===== src/rtl/aof_pkg.sv =====
package aof_pkg;

  ////////////////////////////////////////////////////////////////////////////
  // widths
  localparam int unsigned AXES       = 3;
  localparam int unsigned RES_W      = 20;
  localparam int unsigned TRIM_W     = 16;
  localparam int unsigned WORD_W     = 24;
  localparam int unsigned QUEUE_DEPTH = 8;
  localparam int unsigned WORD_BYTES = 3;

  ////////////////////////////////////////////////////////////////////////////
  // register offsets
  localparam logic [7:0] X_ACCEL_HIGH_ADDR = 8'h08;
  localparam logic [7:0] X_ACCEL_MID_ADDR  = 8'h09;
  localparam logic [7:0] X_ACCEL_LOW_ADDR  = 8'h0a;
  localparam logic [7:0] Y_ACCEL_HIGH_ADDR = 8'h0b;
  localparam logic [7:0] Y_ACCEL_MID_ADDR  = 8'h0c;
  localparam logic [7:0] Y_ACCEL_LOW_ADDR  = 8'h0d;
  localparam logic [7:0] Z_ACCEL_HIGH_ADDR = 8'h0e;
  localparam logic [7:0] Z_ACCEL_MID_ADDR  = 8'h0f;
  localparam logic [7:0] Z_ACCEL_LOW_ADDR  = 8'h10;
  localparam logic [7:0] QUEUE_READ_ADDR   = 8'h11;
  localparam logic [7:0] X_TRIM_HIGH_ADDR  = 8'h1e;
  localparam logic [7:0] X_TRIM_LOW_ADDR   = 8'h1f;
  localparam logic [7:0] Y_TRIM_HIGH_ADDR  = 8'h20;
  localparam logic [7:0] Y_TRIM_LOW_ADDR   = 8'h21;
  localparam logic [7:0] Z_TRIM_HIGH_ADDR  = 8'h22;
  localparam logic [7:0] Z_TRIM_LOW_ADDR   = 8'h23;

  ////////////////////////////////////////////////////////////////////////////
  // field layout and reset values
  localparam logic [3:0]       LOW_PAD     = 4'h0;
  localparam logic [7:0]       BYTE_RESET  = 8'h00;
  localparam logic [RES_W-1:0] RES_RESET   = 20'h00000;
  localparam logic [1:0]       PHASE_FIRST = 2'h0;
  localparam logic [1:0]       PHASE_LAST  = 2'h2;
  localparam logic [7:0]       ADDR_RESET  = 8'h00;

  typedef struct packed {
    logic [RES_W-1:0] x;
    logic [RES_W-1:0] y;
    logic [RES_W-1:0] z;
  } aof_axes_s;

  typedef enum logic [3:0] {
    FEED_IDLE = 4'b0001,
    FEED_X    = 4'b0010,
    FEED_Y    = 4'b0100,
    FEED_Z    = 4'b1000
  } aof_feed_e;

endpackage


===== src/rtl/aof_fifo.sv =====
`timescale 1ns/100ps
`default_nettype none
module aof_fifo #(
  parameter int unsigned WIDTH = 24,
  parameter int unsigned DEPTH = 8
) (
  input  wire logic             clk_i,       // system clock
  input  wire logic             rst_n_i,     // async reset, active low
  input  wire logic             in_valid_i,  // word offered
  output logic                  in_ready_o,  // room for a word
  input  wire logic [WIDTH-1:0] in_data_i,   // word to store
  output logic                  out_valid_o, // head word present
  input  wire logic             out_ready_i, // head word taken
  output logic [WIDTH-1:0]      out_data_o,  // head word
  output logic [$clog2(DEPTH+1)-1:0] level_o // words stored
);

  localparam int unsigned PW = $clog2(DEPTH);
  localparam int unsigned CW = $clog2(DEPTH + 1);

  logic [WIDTH-1:0] mem [DEPTH];
  logic [PW-1:0]    wr_ptr;
  logic [PW-1:0]    rd_ptr;
  logic [CW-1:0]    count;
  logic             push;
  logic             pop;

  assign in_ready_o  = (count != CW'(DEPTH));
  assign out_valid_o = (count != '0);
  assign push        = in_valid_i && in_ready_o;
  assign pop         = out_ready_i && out_valid_o;
  assign out_data_o  = mem[rd_ptr];
  assign level_o     = count;

  always_ff @(posedge clk_i) begin
    if (push) begin
      mem[wr_ptr] <= in_data_i;
    end
  end

  always_ff @(posedge clk_i or negedge rst_n_i) begin
    if (!rst_n_i) begin
      wr_ptr <= '0;
      rd_ptr <= '0;
      count  <= '0;
    end else begin
      if (push) begin
        wr_ptr <= (wr_ptr == PW'(DEPTH - 1)) ? '0 : PW'(wr_ptr + 1'b1);
      end
      if (pop) begin
        rd_ptr <= (rd_ptr == PW'(DEPTH - 1)) ? '0 : PW'(rd_ptr + 1'b1);
      end
      if (push && !pop) begin
        count <= CW'(count + 1'b1);
      end else if (pop && !push) begin
        count <= CW'(count - 1'b1);
      end
    end
  end

endmodule
`default_nettype wire


===== src/rtl/aof_trim_add.sv =====
`timescale 1ns/100ps
`default_nettype none
module aof_trim_add
  import aof_pkg::*;
(
  input  wire logic [RES_W-1:0]  raw_i,  // processed axis value
  input  wire logic [TRIM_W-1:0] trim_i, // signed trim, lsb at result bit 4
  output logic [RES_W-1:0]       sum_o   // trimmed axis value
);

  // wraps on overflow, like a plain twos-complement adder
  assign sum_o = raw_i + {trim_i, LOW_PAD};

endmodule
`default_nettype wire


===== src/rtl/aof_regs.sv =====
// Function
// - y result is 20 bits split 19:12, 11:4, and 3:0 in upper nibble.
// - z result uses the same split; low nibble of last byte reserved.
// - results are signed, left justified; unused low bits read zero.
// - queue reads deliver 24-bit words, most significant byte first.
// - a direct read of the queue port pops one word supplying the bytes.
// - sustained queue port reads pop a new word every third byte.
// - bursts starting at the queue port keep the pointer fixed.
// - queue port reached by increment returns zero, no pop, pointer moves on.
// - each axis gets a signed trim added after all other processing.
// - trim is high and low byte; trim bit 0 aligns with result bit 4.
// - trims read-write reset zero; results and queue port read-only zero.
// - x result uses the same layout starting at address 0x08.
`timescale 1ns/100ps
`default_nettype none
module aof_regs
  import aof_pkg::*;
(
  input  wire logic       clk_i,         // system clock, 100 MHz
  input  wire logic       rst_n_i,       // async reset, active low
  input  wire logic       samp_valid_i,  // processed sample offered
  output logic            samp_ready_o,  // feed idle; a sample offered now is taken
  input  wire aof_axes_s  samp_i,        // processed axis values
  input  wire logic       acc_valid_i,   // one register byte access
  input  wire logic       acc_first_i,   // first byte of a transaction
  input  wire logic       acc_write_i,   // byte is a write
  input  wire logic [7:0] acc_addr_i,    // start address, on first byte
  input  wire logic [7:0] acc_wdata_i,   // write byte
  output logic [7:0]      rdata_o,       // read byte
  output logic            rdata_valid_o, // read byte strobe
  output logic [7:0]      addr_ptr_o,    // current address pointer
  output logic [3:0]      queue_level_o  // words in the queue
);

  ////////////////////////////////////////////////////////////////////////////
  // decode helpers

  function automatic logic is_trim(input logic [7:0] a);
    return (a >= X_TRIM_HIGH_ADDR) && (a <= Z_TRIM_LOW_ADDR);
  endfunction

  function automatic logic [2:0] trim_idx(input logic [7:0] a);
    logic [7:0] d;
    d = 8'(a - X_TRIM_HIGH_ADDR);
    return d[2:0];
  endfunction

  function automatic logic is_result(input logic [7:0] a);
    return (a >= X_ACCEL_HIGH_ADDR) && (a <= Z_ACCEL_LOW_ADDR);
  endfunction

  function automatic logic is_queue_port(input logic [7:0] a);
    return (a == QUEUE_READ_ADDR);
  endfunction

  // byte p of a three-byte word, most significant first
  function automatic logic [7:0] part_byte(input logic [WORD_W-1:0] w,
                                           input logic [1:0]        p);
    logic [7:0] b;
    b = w[23:16];
    if (p == 2'h1) begin
      b = w[15:8];
    end else if (p == 2'h2) begin
      b = w[7:0];
    end
    return b;
  endfunction

  ////////////////////////////////////////////////////////////////////////////
  // declarations

  logic [RES_W-1:0]  raw_ax   [AXES];
  logic [RES_W-1:0]  trim_ax  [AXES];
  logic [RES_W-1:0]  res_reg  [AXES];
  logic [TRIM_W-1:0] trim_word [AXES];
  logic [7:0]        trim_reg [2*AXES];

  aof_feed_e         feed_reg;
  logic [1:0]        push_sel;
  logic              fifo_in_valid;
  logic              fifo_in_ready;
  logic [WORD_W-1:0] fifo_in_data;
  logic              fifo_out_valid;
  logic              fifo_out_ready;
  logic [WORD_W-1:0] fifo_out_data;

  logic [7:0]        ptr_reg;
  logic [7:0]        ptr_next;
  logic              direct_reg;
  logic [1:0]        phase_reg;
  logic [WORD_W-1:0] hold_reg;
  logic [7:0]        cur_addr;
  logic              queue_direct;
  logic              rd_req;
  logic              wr_req;
  logic              queue_hit;
  logic              pop;
  logic [7:0]        queue_byte;
  logic [7:0]        res_off;
  logic [1:0]        res_axis;
  logic [1:0]        res_part;
  logic [7:0]        rd_byte;
  logic              samp_take;
  logic [2*AXES-1:0] trim_we;

  assign raw_ax[0] = samp_i.x;
  assign raw_ax[1] = samp_i.y;
  assign raw_ax[2] = samp_i.z;

  ////////////////////////////////////////////////////////////////////////////
  // trim adders, one per axis

  for (genvar a = 0; a < AXES; a++) begin : g_trim
    assign trim_word[a] = {trim_reg[2*a], trim_reg[2*a+1]};
    aof_trim_add u_add (
      .raw_i  (raw_ax[a]),
      .trim_i (trim_word[a]),
      .sum_o  (trim_ax[a])
    );
  end

  ////////////////////////////////////////////////////////////////////////////
  // sample intake and queue feed

  // one sample at a time: the next waits until all three words are queued
  assign samp_ready_o = (feed_reg == FEED_IDLE);
  assign samp_take    = samp_valid_i && samp_ready_o;

  always_ff @(posedge clk_i or negedge rst_n_i) begin
    if (!rst_n_i) begin
      feed_reg <= FEED_IDLE;
    end else begin
      unique case (feed_reg)
        FEED_IDLE: begin
          if (samp_valid_i) begin
            feed_reg <= FEED_X;
          end
        end
        FEED_X: begin
          if (fifo_in_ready) begin
            feed_reg <= FEED_Y;
          end
        end
        FEED_Y: begin
          if (fifo_in_ready) begin
            feed_reg <= FEED_Z;
          end
        end
        FEED_Z: begin
          if (fifo_in_ready) begin
            feed_reg <= FEED_IDLE;
          end
        end
        default: begin
          feed_reg <= FEED_IDLE;
        end
      endcase
    end
  end

  always_ff @(posedge clk_i or negedge rst_n_i) begin
    if (!rst_n_i) begin
      for (int a = 0; a < AXES; a++) begin
        res_reg[a] <= RES_RESET;
      end
    end else if (samp_take) begin
      for (int a = 0; a < AXES; a++) begin
        res_reg[a] <= trim_ax[a];
      end
    end
  end

  always_comb begin
    push_sel = 2'h0;
    if (feed_reg == FEED_Y) begin
      push_sel = 2'h1;
    end else if (feed_reg == FEED_Z) begin
      push_sel = 2'h2;
    end
  end

  assign fifo_in_valid = (feed_reg != FEED_IDLE);
  assign fifo_in_data  = {res_reg[push_sel], LOW_PAD};

  aof_fifo #(
    .WIDTH (WORD_W),
    .DEPTH (QUEUE_DEPTH)
  ) u_fifo (
    .clk_i       (clk_i),
    .rst_n_i     (rst_n_i),
    .in_valid_i  (fifo_in_valid),
    .in_ready_o  (fifo_in_ready),
    .in_data_i   (fifo_in_data),
    .out_valid_o (fifo_out_valid),
    .out_ready_i (fifo_out_ready),
    .out_data_o  (fifo_out_data),
    .level_o     (queue_level_o)
  );

  ////////////////////////////////////////////////////////////////////////////
  // access decode

  assign cur_addr     = acc_first_i ? acc_addr_i : ptr_reg;
  assign queue_direct = acc_first_i ? 1'b1 : direct_reg;
  assign rd_req       = acc_valid_i && !acc_write_i;
  assign wr_req       = acc_valid_i && acc_write_i;
  // a write to the port never pops, so only reads qualify
  assign queue_hit    = rd_req && is_queue_port(cur_addr) && queue_direct;

  // an empty queue at a word boundary yields zero and pops nothing
  assign pop            = queue_hit && (phase_reg == PHASE_FIRST) && fifo_out_valid;
  assign fifo_out_ready = pop;

  always_comb begin
    queue_byte = BYTE_RESET;
    if (phase_reg != PHASE_FIRST) begin
      queue_byte = part_byte(hold_reg, phase_reg);
    end else if (fifo_out_valid) begin
      queue_byte = part_byte(fifo_out_data, PHASE_FIRST);
    end
  end

  always_comb begin
    res_off  = 8'(cur_addr - X_ACCEL_HIGH_ADDR);
    res_axis = 2'(res_off / 8'd3);
    res_part = 2'(res_off % 8'd3);
  end

  always_comb begin
    rd_byte = BYTE_RESET;
    if (is_queue_port(cur_addr)) begin
      if (queue_direct) begin
        rd_byte = queue_byte;
      end
      // reached by increment: stays zero
    end else if (is_result(cur_addr)) begin
      rd_byte = part_byte({res_reg[res_axis], LOW_PAD}, res_part);
    end else if (is_trim(cur_addr)) begin
      rd_byte = trim_reg[trim_idx(cur_addr)];
    end
  end

  ////////////////////////////////////////////////////////////////////////////
  // address pointer

  // wraps past 0xff; nothing is mapped up there
  always_comb begin
    ptr_next = 8'(cur_addr + 8'h01);
    if (is_queue_port(cur_addr) && queue_direct) begin
      ptr_next = cur_addr;
    end
  end

  always_ff @(posedge clk_i or negedge rst_n_i) begin
    if (!rst_n_i) begin
      ptr_reg <= ADDR_RESET;
    end else if (acc_valid_i) begin
      ptr_reg <= ptr_next;
    end
  end

  // remembers whether the open transaction began at the queue port
  always_ff @(posedge clk_i or negedge rst_n_i) begin
    if (!rst_n_i) begin
      direct_reg <= 1'b0;
    end else if (acc_valid_i && acc_first_i) begin
      direct_reg <= is_queue_port(acc_addr_i);
    end
  end

  assign addr_ptr_o = ptr_reg;

  ////////////////////////////////////////////////////////////////////////////
  // queue word sequencing

  always_ff @(posedge clk_i or negedge rst_n_i) begin
    if (!rst_n_i) begin
      hold_reg <= '0;
    end else if (pop) begin
      hold_reg <= fifo_out_data;
    end
  end

  // phase survives between transactions so single reads finish a word
  always_ff @(posedge clk_i or negedge rst_n_i) begin
    if (!rst_n_i) begin
      phase_reg <= PHASE_FIRST;
    end else if (queue_hit && (pop || (phase_reg != PHASE_FIRST))) begin
      phase_reg <= (phase_reg == PHASE_LAST) ? PHASE_FIRST
                                             : 2'(phase_reg + 2'h1);
    end
  end

  ////////////////////////////////////////////////////////////////////////////
  // trim registers

  // one-hot byte enables; writes anywhere else leave every register alone
  always_comb begin
    trim_we = '0;
    if (wr_req && is_trim(cur_addr)) begin
      trim_we[trim_idx(cur_addr)] = 1'b1;
    end
  end

  always_ff @(posedge clk_i or negedge rst_n_i) begin
    if (!rst_n_i) begin
      for (int i = 0; i < 2 * AXES; i++) begin
        trim_reg[i] <= BYTE_RESET;
      end
    end else begin
      for (int i = 0; i < 2 * AXES; i++) begin
        if (trim_we[i]) begin
          trim_reg[i] <= acc_wdata_i;
        end
      end
    end
  end

  ////////////////////////////////////////////////////////////////////////////
  // read return

  always_ff @(posedge clk_i or negedge rst_n_i) begin
    if (!rst_n_i) begin
      rdata_valid_o <= 1'b0;
    end else begin
      rdata_valid_o <= rd_req;
    end
  end

  // data holds between reads so a slow host can sample it late
  always_ff @(posedge clk_i or negedge rst_n_i) begin
    if (!rst_n_i) begin
      rdata_o <= BYTE_RESET;
    end else if (rd_req) begin
      rdata_o <= rd_byte;
    end
  end

endmodule
`default_nettype wire


===== config.mk =====
export PLATFORM = sky130hd
export DESIGN_NAME = aof_regs
export DESIGN_NICKNAME = d
export VERILOG_FILES = /design/src/rtl/aof_pkg.sv /design/src/rtl/aof_fifo.sv /design/src/rtl/aof_trim_add.sv /design/src/rtl/aof_regs.sv
export SDC_FILE = /design/constraint.sdc
export NUM_CORES = 1
export LEC_CHECK = 0
export ABC_CLOCK_PERIOD_IN_PS = 17580
export CAP_MARGIN = 10
export CORE_UTILIZATION = 66
export CTS_CLUSTER_SIZE = 30
export DETAILED_ROUTE_END_ITERATION = 16
export DONT_BUFFER_PORTS = 1
export PLACE_DENSITY = 0.8
export RECOVER_POWER = 50
export SETUP_SLACK_MARGIN = 0.1
export SYNTH_ARGS = -nofsm -noshare
export SYNTH_HDL_FRONTEND = slang
export SYNTH_SLANG_ARGS = --single-unit

===== constraint.sdc =====
create_clock -name clk_i -period 17.58 [get_ports clk_i]
set_clock_uncertainty 0.1 [all_clocks]
set_input_delay 1.758 -clock clk_i [delete_from_list [all_inputs] [get_ports clk_i]]
set_output_delay 1.758 -clock clk_i [all_outputs]
set_load 0.05 [all_outputs]

Yosys cells after proc, flatten, opt, wreduce, memory -nomap -nowiden
Memories as Yosys holds them, arrays and structs flattened. Cells that the tools add are included.

Memories kept: 1. Memory bits (writable): 160. Logic and storage cells: 129. Output and inout bits: 22. Input port bits: 82. Register bits: 166.

Memory list: u_fifo.mem (depth 8, width 20, read ports 1, clocked after Yosys merged registers in 0, write ports 1, RTL line aof_fifo.sv:21) `logic [WIDTH-1:0] mem [DEPTH];`.

Eq/ne operators: 18. Add/subtract/negate cells: 11. $lt $le $gt $ge: 9. Reductions and logical operators: 27. Bitwise operators: 3. Mux-type cells: 39. Div/mod/pow operators: 2.

Operators with widths (number): $mux W8 (14); $bmux W20 S2 (2); $mux W20 (4); $add A20 B20 Y20 (3); $bmux W8 S3 (1); $mux W4 (6); $logic_and A1 B1 Y1 (18); $eq A8 B5 Y1 const B (2); $pmux W4 S4 (1); $add A8 B1 Y8 const B (1); $div A8 B2 Y8 const B (1); $ge A8 B4 Y1 const B (1); $ge A8 B5 Y1 const B (1); $le A8 B5 Y1 const B (1); $le A8 B6 Y1 const B (1); $mod A8 B2 Y8 const B (1); $sub A8 B4 Y8 const B (1); $add A3 B1 Y3 const B (2); $eq A3 B3 Y1 const B (2); $ge A3 B3 Y1 const B (2); $mux W2 (3); $mux W3 (2); $mux W6 (1); $ne A2 B1 Y1 const B (3); 26 further kinds (35).

Depth between registers and ports, before layout
Gate-level depths: netlist (run 1).

Word-level depth: 11. Gate-level depth with buffers: 28.

By module
Synthesis (run 1) repeated with hierarchy kept, for this count alone.

Cell total of the unflattened synthesis: 1579. Area total of the unflattened synthesis: 19807.7 µm².

Modules (own cells, without submodules): aof_regs (sequential area each 3905.0 µm², area an instance 9481.6 µm², cells an instance 931, instances 1); aof_fifo (sequential area each 6015.8 µm², area an instance 8062.7 µm², cells an instance 342, instances 1); aof_trim_add (sequential area each 0.0 µm², area an instance 754.5 µm², cells an instance 102, instances 3).

Worst setup path after synthesis (run 1)
No wires, ideal clock.

Path kind: input port to flip-flop. From: input acc_first_i. To: register rdata_o[0]. Buffers on the path: 6. Arrival time: 7.910 ns. Path slack: 9.444 ns. Setup time: 0.126 ns. Stages on the path: 28. Data required time: 17.354 ns. Cell sequence: buf_6 buf_4 mux2i_2 clkbuf_1 ha_1 buf_2 inv_1 o31ai_2 o2111a_1 o211ai_1 a21oi_2 a2bb2oi_2 xnor2_1 xnor2_1 o221ai_1 nand2_1 ha_1 a211oi_1 a21oi_1 or2_2 ha_1 a2111o_1 buf_2 nor3_4 or3_1 buf_4 a211oi_1 o32a_1.

Word-level cells in the longest chain between the ends: 11.

RTL lines: from (decl) (RTL line aof_regs.sv:25) `input wire logic acc_first_i,`; $mux W8 (RTL line aof_regs.sv:203) `assign cur_addr = acc_first_i ? acc_addr_i : ptr_reg;`; $sub A8 B4 Y8 (RTL line aof_regs.sv:224) `res_off = 8'(cur_addr - X_ACCEL_HIGH_ADDR);`; $div A8 B2 Y8 (RTL line aof_regs.sv:225) `res_axis = 2'(res_off / 8'd3);`; $not A2 Y3 (not written as such) (RTL line aof_regs.sv:237) `rd_byte = part_byte({res_reg[res_axis], LOW_PAD}, res_part);`; $bmux W20 S2 (RTL line aof_regs.sv:237); $mux W20 (not written as such) (2 in series) (RTL line aof_regs.sv:237); $mux W8 (RTL line aof_regs.sv:63) `end else if (p == 2'h2) begin`; $mux W8 (RTL line aof_regs.sv:61) `if (p == 2'h1) begin`; $mux W8 (RTL line aof_regs.sv:236) `end else if (is_result(cur_addr)) begin`; $mux W8 * (RTL line aof_regs.sv:231) `if (is_queue_port(cur_addr)) begin`; to (signal assigned) (RTL line aof_regs.sv:335) `rdata_o <= rd_byte;`; to (decl) (RTL line aof_regs.sv:29) `output logic [7:0] rdata_o,`.

Mark *: on every way between the ends. The rest lies on a longest branch, timed or not. The select of a mux whose other input is x is not followed. A chain may end at the register's enable or synchronous reset.

Worst setup path in the final report (run 1)
From: input acc_first_i. To: register rdata_o[1].

Same word-level chain as after synthesis.

==> impl_metrics.yaml, run 1 <==
timing:
  maxSlewViolCount: 127
  setup_tns_ps: 0
  finalHoldViolations: 0
  fmax_ghz: 0.114
  rsz0062_at_grt: "false"
  period_share_pct: 49.7
  finalSetupViolCount: 0
  timing.final.ws_setup_ps: 8840
  fin_crit_ps: 8740
  worst_pin_slew_ps: 4250
  relSlewSlack_pct: -183
power:
  peakVddDrop_mv: 0.161
  p_leak_nw: 7.30
  p_per_area_mw_per_mm2: 173
detailed_routing:
  wirelength_microns: 44500
  postRouteAntennaNets: 0
  detail_route.iter0.violations: 1133
  vias: 12200
  drt_first_pass_iters: 5
  wl_per_cell_microns: 24.7
  post-route-drc-count: 0
  vias_per_cell: 6.77
synthesis:
  syn_nets: 1605
  ys_types: 95
  synthCells: 1451
  synth.area.top_cells: "edfxtp_1 28%, dfrtp_1 23%, mux2_2 7.0%"
  synth-edff-count: 160
  ys_seq_area_share_pct: 51.2
  async_reset_ff_share_pct: 50.3
  synth.most_common_cell: "nand2_1"
  yosysTopAreaCellShare_pct: 27.8
  synth_largest_area_cell: "edfxtp_1"
  synth_seq_cells: 322
  synth_commonest_cells: "182 x nand2_1, 161 x dfrtp_1, 160 x edfxtp_1"
  syn-cell-area_sq_mm: 0.0173
  yosysWarnings: 0
  synth_flop_cell: "dfrtp_1"
  syn_avg_cell_area_sq_um: 11.9
clock_network:
  clockBufferDepth: 3
  clk_pin_slew_ps: 60
  cts.repair.resized: 0
  clk_latency_ps: 530
  cts_setup_buffers: 0
  root_buffer: "clkbuf_16"
  cts_buffers: 34
  ctsHoldBuffers: 0
  htreeDepth: 2
  cts_tree: "yes"
  clkSinkCount: 322
placement:
  portBuffers: 0
  post-place-ws_ps: 8460
  dp_hpwl_microns: 30400
  place_congestion: 0.947
floorplan:
  io_pins: 104
  die_h_microns: 164
  dieArea_sq_mm: 0.0268
  rows: 58
  die_w_microns: 164
  start_util_pct: 67.9
  core_area_sq_mm: 0.0255
critical_path:
  start_kind: "input pin"
  cp.required_ps: 17880
  critPathCaptureType: "flip-flop"
  crit_chain: "mux2i_1, ha_1, inv_1, o31ai_2, o2111a_1, o211ai_1, a21oi_2, a2bb2oi_2, xnor2_1, xnor2_1, o221ai_1, nand2_1, ha_1, a211oi_1, a21oi_1, or2_2, ha_1, a2111oi_4, nor2_2, a22oi_1, a211oi_1, o32a_1"
  cp_slowest_stage_delay_ps: 1000
  cp_slowest_cell: "a2111oi_4"
  crit_top_cell: "ha_1"
  arrival_ps: 9050
  path_max_fanout: 19
  path_class: "in2reg"
global_routing:
  grt_max_degree: 163
  grt_usage_pct: 34.0
  grt_pass1_wl_microns: 68100
  grt_pass1_vias: 11800
  overflow: 0
  antenna_found_initial: 0
min_path:
  min_path_type: "reg2reg"
outcome:
  failed_checks: "capacitance limit, slew limit"
  status: "finished with violations"
final_layout:
  fillers: 1683
  largest_reg_flops: 160
  finish.utilization_pct: 73.7
  drive_gt1_share_pct: 18.2
  layout.nets: 1598
  n_antenna_cell: 0
  syn_to_final_growth_pct: 8.63
job:
  drv_cap: 2
path summary, 6_finish.rpt:
kind | endpoint | slack, ps | depth (start not counted) | startpoint
setup reg to reg | rdata_o[1]$_DFFE_PN0P_ | 9400 | 22 | addr_ptr_o[4]$_DFFE_PN0P_
hold / removal | direct_reg$_DFFE_PN0P_ | 380 | 2 | direct_reg$_DFFE_PN0P_
setup / recovery | rdata_o[1]$_DFFE_PN0P_ | 8840 | 22 | acc_first_i
hold reg to reg | direct_reg$_DFFE_PN0P_ | 380 | 2 | direct_reg$_DFFE_PN0P_
max in group asynchronous | u_fifo.rd_ptr[0]$_DFFE_PN0P_ | 16210 | 0 | rst_n_i
min in group asynchronous | res_reg[35]$_DFFE_PN0P_ | 840 | 0 | rst_n_i
critical path, delay by kind of cell:
| family | cells | cell delay [ps] |
|---|---|---|
| xor+xnor | 2 | 310 |
| buf+inv | 1 | 240 |
| compound gates | 12 | 4300 |
| mux | 1 | 550 |
| fa+ha+maj | 3 | 960 |
| simple gates | 3 | 910 |
cells in the final DEF, fill, tap and decap left out, drive strengths merged, types with 19 or more instances in the layout:
| cell type | Yosys | final |
|---|---|---|
| nand2 | 182 | 182 |
| dfrtp | 161 | 161 |
| edfxtp | 160 | 160 |
| o21ai | 114 | 114 |
| mux2 | 111 | 111 |
| ha | 68 | 68 |
| a21oi | 59 | 59 |
| mux2i | 52 | 52 |
| nor2 | 52 | 52 |
| inv | 46 | 48 |
| clkbuf | 50 | 48 |
| xnor2 | 43 | 43 |
| mux4 | 40 | 40 |
| nor3 | 24 | 24 |
| buf | 18 | 23 |
| nand3 | 19 | 19 |
kinds of logic (layout without fill, tap and decap cells):
group	after synthesis	after routing	synth area share, %
adder cells (fa/ha/maj)	72	72	5.38
flip-flops	322	322	51.2
XOR/XNOR	52	52	2.63
AO/OA/AOI/OAI	333	333	13.0
buffers and inverters	116	135	2.66
multiplexers	203	203	15.5
AND/OR/NAND/NOR	353	353	9.54
power breakdown:
| group | internal, W | switching (W) |
|---|---|---|
| clock network | 0.000430 | 0.000297 |
| logic | 0.000495 | 0.000774 |
| registers | 0.00105 | 0.000202 |
| total | 0.00198 | 0.00127 |
routing by layer:
| metal | track usage (%) | share of wire, % | vias up |
|---|---|---|---|
| li1 | - | - | 5422 |
| met1 | 47.2 | 41 | 6109 |
| met2 | 53.4 | 47 | 565 |
| met3 | 8.08 | 9.4 | 86 |
| met4 | 10.5 | 2.8 | 2 |
| met5 | 0.947 | 0.072 | - |
through the flow:
step	hold WS, ps	power, W	cell area [sq um]	std cells
2_1_floorplan	346	0.00214	17300	1451
3_3_place_gp	366	0.00245	17700	1738
3_5_place_dp	372	0.00250	17700	1738
4_1_cts	389	0.00323	18800	1800
5_1_grt	411	0.00340	18800	1800
6_report	383	0.00325	18800	1800
cell type report:
class	count	area, sq um	area share [%]
sequential	322	8860	47.2
multi-input combinational	1013	8020	42.7
clock buffer	46	957	5.10
tap	330	413	2.20
timing repair buffer	25	180	0.959
inverter	48	180	0.959
clock inverter	16	175	0.933
Power figures use the tool's default switching activity.
==> run 2: changes to the inputs <==
--- a/config.mk
+++ b/config.mk
@@ -5,13 +5,13 @@
 export SDC_FILE = /design/constraint.sdc
 export NUM_CORES = 1
 export LEC_CHECK = 0
-export ABC_CLOCK_PERIOD_IN_PS = 17580
+export ABC_CLOCK_PERIOD_IN_PS = 7900
 export CAP_MARGIN = 10
-export CORE_UTILIZATION = 66
+export CORE_UTILIZATION = 58
 export CTS_CLUSTER_SIZE = 30
 export DETAILED_ROUTE_END_ITERATION = 16
 export DONT_BUFFER_PORTS = 1
-export PLACE_DENSITY = 0.8
+export PLACE_DENSITY = 0.74
 export RECOVER_POWER = 50
 export SETUP_SLACK_MARGIN = 0.1
 export SYNTH_ARGS = -nofsm -noshare
==> constraint.sdc (replaced) <==
create_clock -name clk_i -period 7.9 [get_ports clk_i]
set_clock_uncertainty 0.1 [all_clocks]
set_input_delay 0.79 -clock clk_i [delete_from_list [all_inputs] [get_ports clk_i]]
set_output_delay 0.79 -clock clk_i [all_outputs]
set_load 0.05 [all_outputs]
==> impl_metrics.yaml, run 2 (synthesized netlist as in run 1, its figures left out) <==
outcome:
  status: "finished with violations"
  failed_checks: "capacitance limit, slew limit"
floorplan:
  start_util_pct: 59.6
  dieArea_sq_mm: 0.0305
  die_h_microns: 175
  io_pins: 104
  core_area_sq_mm: 0.0290
  die_w_microns: 175
  rows: 62
power:
  p_sw_share_pct: 39.1
  p_int_w: 0.00443
  total_power_w: 0.00727
  switching_power_w: 0.00284
  p_leak_nw: 7.33
  power.share.clock_pct: 21.9
  seq_power_share_pct: 38.2
  p_per_area_mw_per_mm2: 385
  peakVddDrop_mv: 0.402
  pwr-share-comb_pct: 39.8
final_layout:
  finish.utilization_pct: 65.2
  regArea_sq_mm: 0.00886
  syn_to_final_growth_pct: 9.34
  final_cell_mix: "182 x nand2_1, 160 x dfrtp_1, 160 x edfxtp_1"
  multiInputGateArea_sq_mm: 0.00802
  layout_commonest_cell: "nand2_1"
  n_antenna_cell: 0
  layout.nets: 1609
  largest_reg_flops: 160
  drive_gt1_share_pct: 18.6
  fillers: 2246
timing:
  finalHoldViolations: 0
  rsz0062_at_grt: "false"
  relSlewSlack_pct: -183
  setup_tns_ps: 0
  worst_pin_slew_ps: 4250
  period_share_pct: 92.2
  finalSetupViolCount: 0
  maxSlewViolCount: 289
  fin_crit_ps: 7290
  fmax_ghz: 0.137
  timing.final.ws_setup_ps: 615
clock_network:
  clk_latency_ps: 530
  cts.repair.resized: 0
  cts_tree: "yes"
  cts_buffers: 35
  root_buffer: "clkbuf_16"
  htreeDepth: 2
  cts_setup_buffers: 0
  clk_pin_slew_ps: 60
  clockBufferDepth: 3
  clkSinkCount: 322
critical_path:
  ff2ff_path_depth: 19
  regToRegSetupSlack_ps: 610
  path_class: "reg2reg"
  cp.required_ps: 8190
  arrival_ps: 7570
  critPathCaptureType: "flip-flop"
  r2r_start: "addr_ptr_o[3]$_DFFE_PN0P_"
  r2r-end: "rdata_o[1]$_DFFE_PN0P_"
  path_max_fanout: 13
  start_kind: "flip-flop"
detailed_routing:
  detail_route.iter0.violations: 1053
  postRouteAntennaNets: 0
  wirelength_microns: 44200
  post-route-drc-count: 0
  vias: 12000
  wl_per_cell_microns: 23.7
  vias_per_cell: 6.45
  drt_first_pass_iters: 5
global_routing:
  overflow: 0
  antenna_found_initial: 0
  grt_pass1_wl_microns: 69200
  grt_max_degree: 162
  grt_usage_pct: 29.9
  grt_pass1_vias: 11900
placement:
  post-place-ws_ps: 605
  place_congestion: 0.906
  portBuffers: 0
  dp_hpwl_microns: 30600
min_path:
  min_path_type: "in2reg"
  min_from: "acc_valid_i"
  worstHoldPathCells: 1
  min_to: "addr_ptr_o[0]$_DFFE_PN0P_"
job:
  drv_cap: 3
run 2: cell type report:
cell class                 count  area share, %
timing repair buffer          35           1.33
clock buffer                  49           5.18
multi-input combinational   1013           42.4
clock inverter                13          0.728
inverter                      48          0.953
tap                          384           2.54
sequential                   322           46.9
run 2: worst max path at each step:
| stage | start | endpoint | slack, ps | cells after the start |
|---|---|---|---|---|
| finish | addr_ptr_o[3]$_DFFE_PN0P_ | rdata_o[1]$_DFFE_PN0P_ | 610 | 19 |
| global route | addr_ptr_o[3]$_DFFE_PN0P_ | rdata_o[3]$_DFFE_PN0P_ | 140 | 22 |
| CTS | addr_ptr_o[3]$_DFFE_PN0P_ | rdata_o[1]$_DFFE_PN0P_ | 710 | 21 |
| detailed placement | acc_first_i | rdata_o[1]$_DFFE_PN0P_ | 600 | 21 |
| global placement | acc_first_i | rdata_o[0]$_DFFE_PN0P_ | 840 | 21 |
| floorplan | acc_first_i | rdata_o[0]$_DFFE_PN0P_ | 730 | 28 |
run 2: what timing repair did:
item / in CTS / in global routing
hold endpoints to repair: 161 / 0
setup endpoints to repair: 0 / 0
hold buffers: 2 / 0
run 2: power groups by stage:
stage,Sequential [W],Clock (W),Combinational [W]
2_1_floorplan,0.00264,0,0.00213
3_3_place_gp,0.00278,0,0.00276
3_5_place_dp,0.00280,0,0.00282
4_1_cts,0.00277,0.00162,0.00287
5_1_grt,0.00282,0.00168,0.00315
6_report,0.00278,0.00159,0.00290
run 2: layer usage:
| metal | vias to the layer above | part of all wire, % | global-route usage [%] |
|---|---|---|---|
| met2 | 510 | 46 | 46.5 |
| met1 | 5996 | 43 | 42.5 |
| met5 | - | 0 | 0 |
| li1 | 5438 | - | - |
| met4 | 0 | 2.6 | 8.59 |
| met3 | 72 | 8.5 | 6.35 |
run 2: metrics by stage:
stage          hold WS (ps)  instances  cell area, sq um
2_1_floorplan           346       1451             17300
3_3_place_gp            371       1800             17800
3_5_place_dp            374       1800             17800
4_1_cts                 238       1864             19000
5_1_grt                 247       1864             18900
6_report                257       1864             18900
run 2: worst max-delay path: stages (launching register included):
cell,delay [ps]
dfrtp_1,740
mux2i_2,320
ha_1,660
nand3_1,260
o22ai_1,400
a21oi_1,160
xnor2_1,490
xor2_1,190
and2_1,220
a211o_1,340
o41ai_2,600
a211o_1,190
nor3_1,60
or2_2,280
ha_1,220
a2111o_1,610
and2_1,280
o21ai_1,490
a211oi_1,170
o32a_1,370
==> run 3: changes to the inputs <==
--- a/config.mk
+++ b/config.mk
@@ -5,6 +5,7 @@
 export SDC_FILE = /design/constraint.sdc
 export NUM_CORES = 1
 export LEC_CHECK = 0
+export ABC_AREA = 1
 export ABC_CLOCK_PERIOD_IN_PS = 7900
 export CAP_MARGIN = 10
 export CORE_UTILIZATION = 58
==> impl_metrics.yaml, run 3 <==
outcome:
  status: "finished with violations"
  failed_checks: "capacitance limit, slew limit"
timing:
  finalHoldViolations: 0
  whs_ps: 16.7
  setup_tns_ps: 0
  fmax_ghz: 0.153
  period_share_pct: 82.8
  relSlewSlack_pct: -177
  finalSetupViolCount: 0
  worst_pin_slew_ps: 4160
  fin_crit_ps: 6540
  rsz0062_at_grt: "false"
  maxSlewViolCount: 307
synthesis:
  synth_commonest_cells: "407 x nand2_1, 283 x o21ai_0, 240 x nor2_1"
  synth_fa_ha_area_share_pct: 5.44
  synth_largest_area_cell: "edfxtp_1"
  synth-simple-area-share_pct: 19.7
  synthCells: 1959
  muxShareOfSynthArea_pct: 0
  synth_seq_cells: 322
  synth_xor_area_share_pct: 1.89
  syn_avg_cell_area_sq_um: 8.74
  synth_compound_area_share_pct: 15.4
  ys_types: 49
  synth_top_family_by_area: "simple AND/OR/NAND/NOR gates"
  synth.area.top_cells: "edfxtp_1 28%, dfrtp_1 24%, nand2_1 8.9%"
  syn-cell-area_sq_mm: 0.0171
  yosysWarnings: 0
  syn_nets: 2113
  synth_flop_cell: "dfrtp_1"
  async_reset_ff_share_pct: 50.3
  ys_seq_area_share_pct: 51.7
  synth.most_common_cell: "nand2_1"
  synth-edff-count: 160
  yosysTopAreaCellShare_pct: 28.1
final_layout:
  multiInputGateArea_sq_mm: 0.00729
  drive_gt1_share_pct: 7.62
  layout_commonest_cell: "nand2_1"
  finish.utilization_pct: 64.8
  regArea_sq_mm: 0.00886
  n_antenna_cell: 0
  largest_reg_flops: 160
  fillers: 2369
  final_cell_mix: "407 x nand2_1, 283 x o21ai_0, 231 x nor2_1"
  layout.nets: 2096
  syn_to_final_growth_pct: 9.12
critical_path:
  r2r_start: "addr_ptr_o[2]$_DFFE_PN0P_"
  path_depth: 47
  r2r-end: "rdata_o[7]$_DFFE_PN0P_"
  critical_path.top_delay_family: "simple AND/OR/NAND/NOR gates"
  start_kind: "flip-flop"
  cp_slowest_cell: "dfrtp_1"
  path_class: "reg2reg"
  crit_buf_inv: 4
  arrival_ps: 6870
  ff2ff_path_depth: 47
  cp.required_ps: 8240
  crit_top_cell: "nand2_1"
  cp_slowest_stage_delay_ps: 580
  critPathCaptureType: "flip-flop"
  path_max_fanout: 26
  regToRegSetupSlack_ps: 1360
power:
  p_leak_nw: 8.10
  switching_power_w: 0.00307
  pwr-share-comb_pct: 39.0
  p_int_w: 0.00429
  p_sw_share_pct: 41.7
  peakVddDrop_mv: 0.243
  total_power_w: 0.00735
  power.share.clock_pct: 23.3
  p_per_area_mw_per_mm2: 393
  seq_power_share_pct: 37.7
clock_network:
  cts_buffers: 35
  clkSinkCount: 322
  clk_pin_slew_ps: 60
  cts_tree: "yes"
  htreeDepth: 2
  clockBufferDepth: 3
  clk_latency_ps: 520
  cts_setup_buffers: 0
  root_buffer: "clkbuf_16"
floorplan:
  die_h_microns: 174
  start_util_pct: 59.3
  dieArea_sq_mm: 0.0302
  die_w_microns: 174
  core_area_sq_mm: 0.0289
  io_pins: 104
  rows: 62
global_routing:
  grt_usage_pct: 30.8
  overflow: 0
  antenna_found_initial: 0
  grt_max_degree: 162
  grt_pass1_vias: 13000
  grt_pass1_wl_microns: 71800
detailed_routing:
  vias_per_cell: 5.80
  detail_route.iter0.violations: 1077
  post-route-drc-count: 0
  postRouteAntennaNets: 0
  drt_first_pass_iters: 6
  wirelength_microns: 45800
  wl_per_cell_microns: 19.5
  vias: 13600
placement:
  portBuffers: 0
  place_congestion: 0.945
  dp_hpwl_microns: 31500
job:
  drv_cap: 4
min_path:
  min_path_type: "in2async"
==> run 3: cell types whose count changed in the layout (fill, tap and decap cells not counted), sizes merged, moves of 18 or more <==
cell,change
inv,+130
xnor2,-28
o22ai,+33
o21ai,+178
mux2i,-52
nand3,+57
nor2,+198
mux2,-111
mux4,-40
nand2,+259
o221ai,+18
==> run 3: kinds of logic (layout without fill, tap and decap cells) <==
family / count (synthesis) / in the layout
xor gates and xnor gates: 37 / 37
DFF: 322 / 322
and+or+nand+nor: 798 / 798
adders and majority gates: 72 / 72
buffers and inverters: 260 / 269
AOI/OAI and AO/OA: 470 / 470
==> run 3: worst max path at each step <==
stage                               from                     end
3_3_place_gp                 acc_first_i  rdata_o[4]$_DFFE_PN0P_
3_5_place_dp                 acc_first_i  rdata_o[7]$_DFFE_PN0P_
4_1_cts        addr_ptr_o[2]$_DFFE_PN0P_  rdata_o[7]$_DFFE_PN0P_
2_1_floorplan                acc_first_i  rdata_o[6]$_DFFE_PN0P_
6_report       addr_ptr_o[2]$_DFFE_PN0P_  rdata_o[7]$_DFFE_PN0P_
5_1_grt        addr_ptr_o[2]$_DFFE_PN0P_  rdata_o[7]$_DFFE_PN0P_
==> run 3: layer usage <==
metal	track usage (%)	wire, microns	part of all wire [%]
met5	0	0	0
met4	10.7	1530	3.3
met3	6.05	3420	7.5
met2	50.4	21500	47
met1	40.9	19300	42
==> run 3: layout make-up <==
cell class | count | area share [%]
repair buffers | 22 | 0.770
flip-flops and latches | 322 | 47.4
clock inverters | 19 | 1.38
multi-input cells | 1377 | 39.0
well taps | 384 | 2.57
clock buffers | 44 | 5.14
inverters | 184 | 3.70
==> run 3: repair_timing <==
item                                   CTS  global route
hold buffers                             1             0
endpoints found under the hold margin  161             0
gates resized for setup                  0             0
==> run 3: power groups by stage <==
| stage | clock, W | sequential, W | combinational (W) |
|---|---|---|---|
| 2_1_floorplan | 0 | 0.00268 | 0.00212 |
| 3_3_place_gp | 0 | 0.00278 | 0.00275 |
| 3_5_place_dp | 0 | 0.00279 | 0.00280 |
| 4_1_cts | 0.00173 | 0.00276 | 0.00284 |
| 5_1_grt | 0.00179 | 0.00281 | 0.00323 |
| 6_report | 0.00171 | 0.00277 | 0.00287 |
==> run 3: metrics by stage <==
step | cells | cell area (sq um) | setup slack (ps)
3_3_place_gp | 2288 | 17500 | 1520
6_report | 2352 | 18700 | 1360
5_1_grt | 2352 | 18700 | 721
4_1_cts | 2352 | 18700 | 1430
3_5_place_dp | 2288 | 17500 | 1300
2_1_floorplan | 1959 | 17100 | 1850
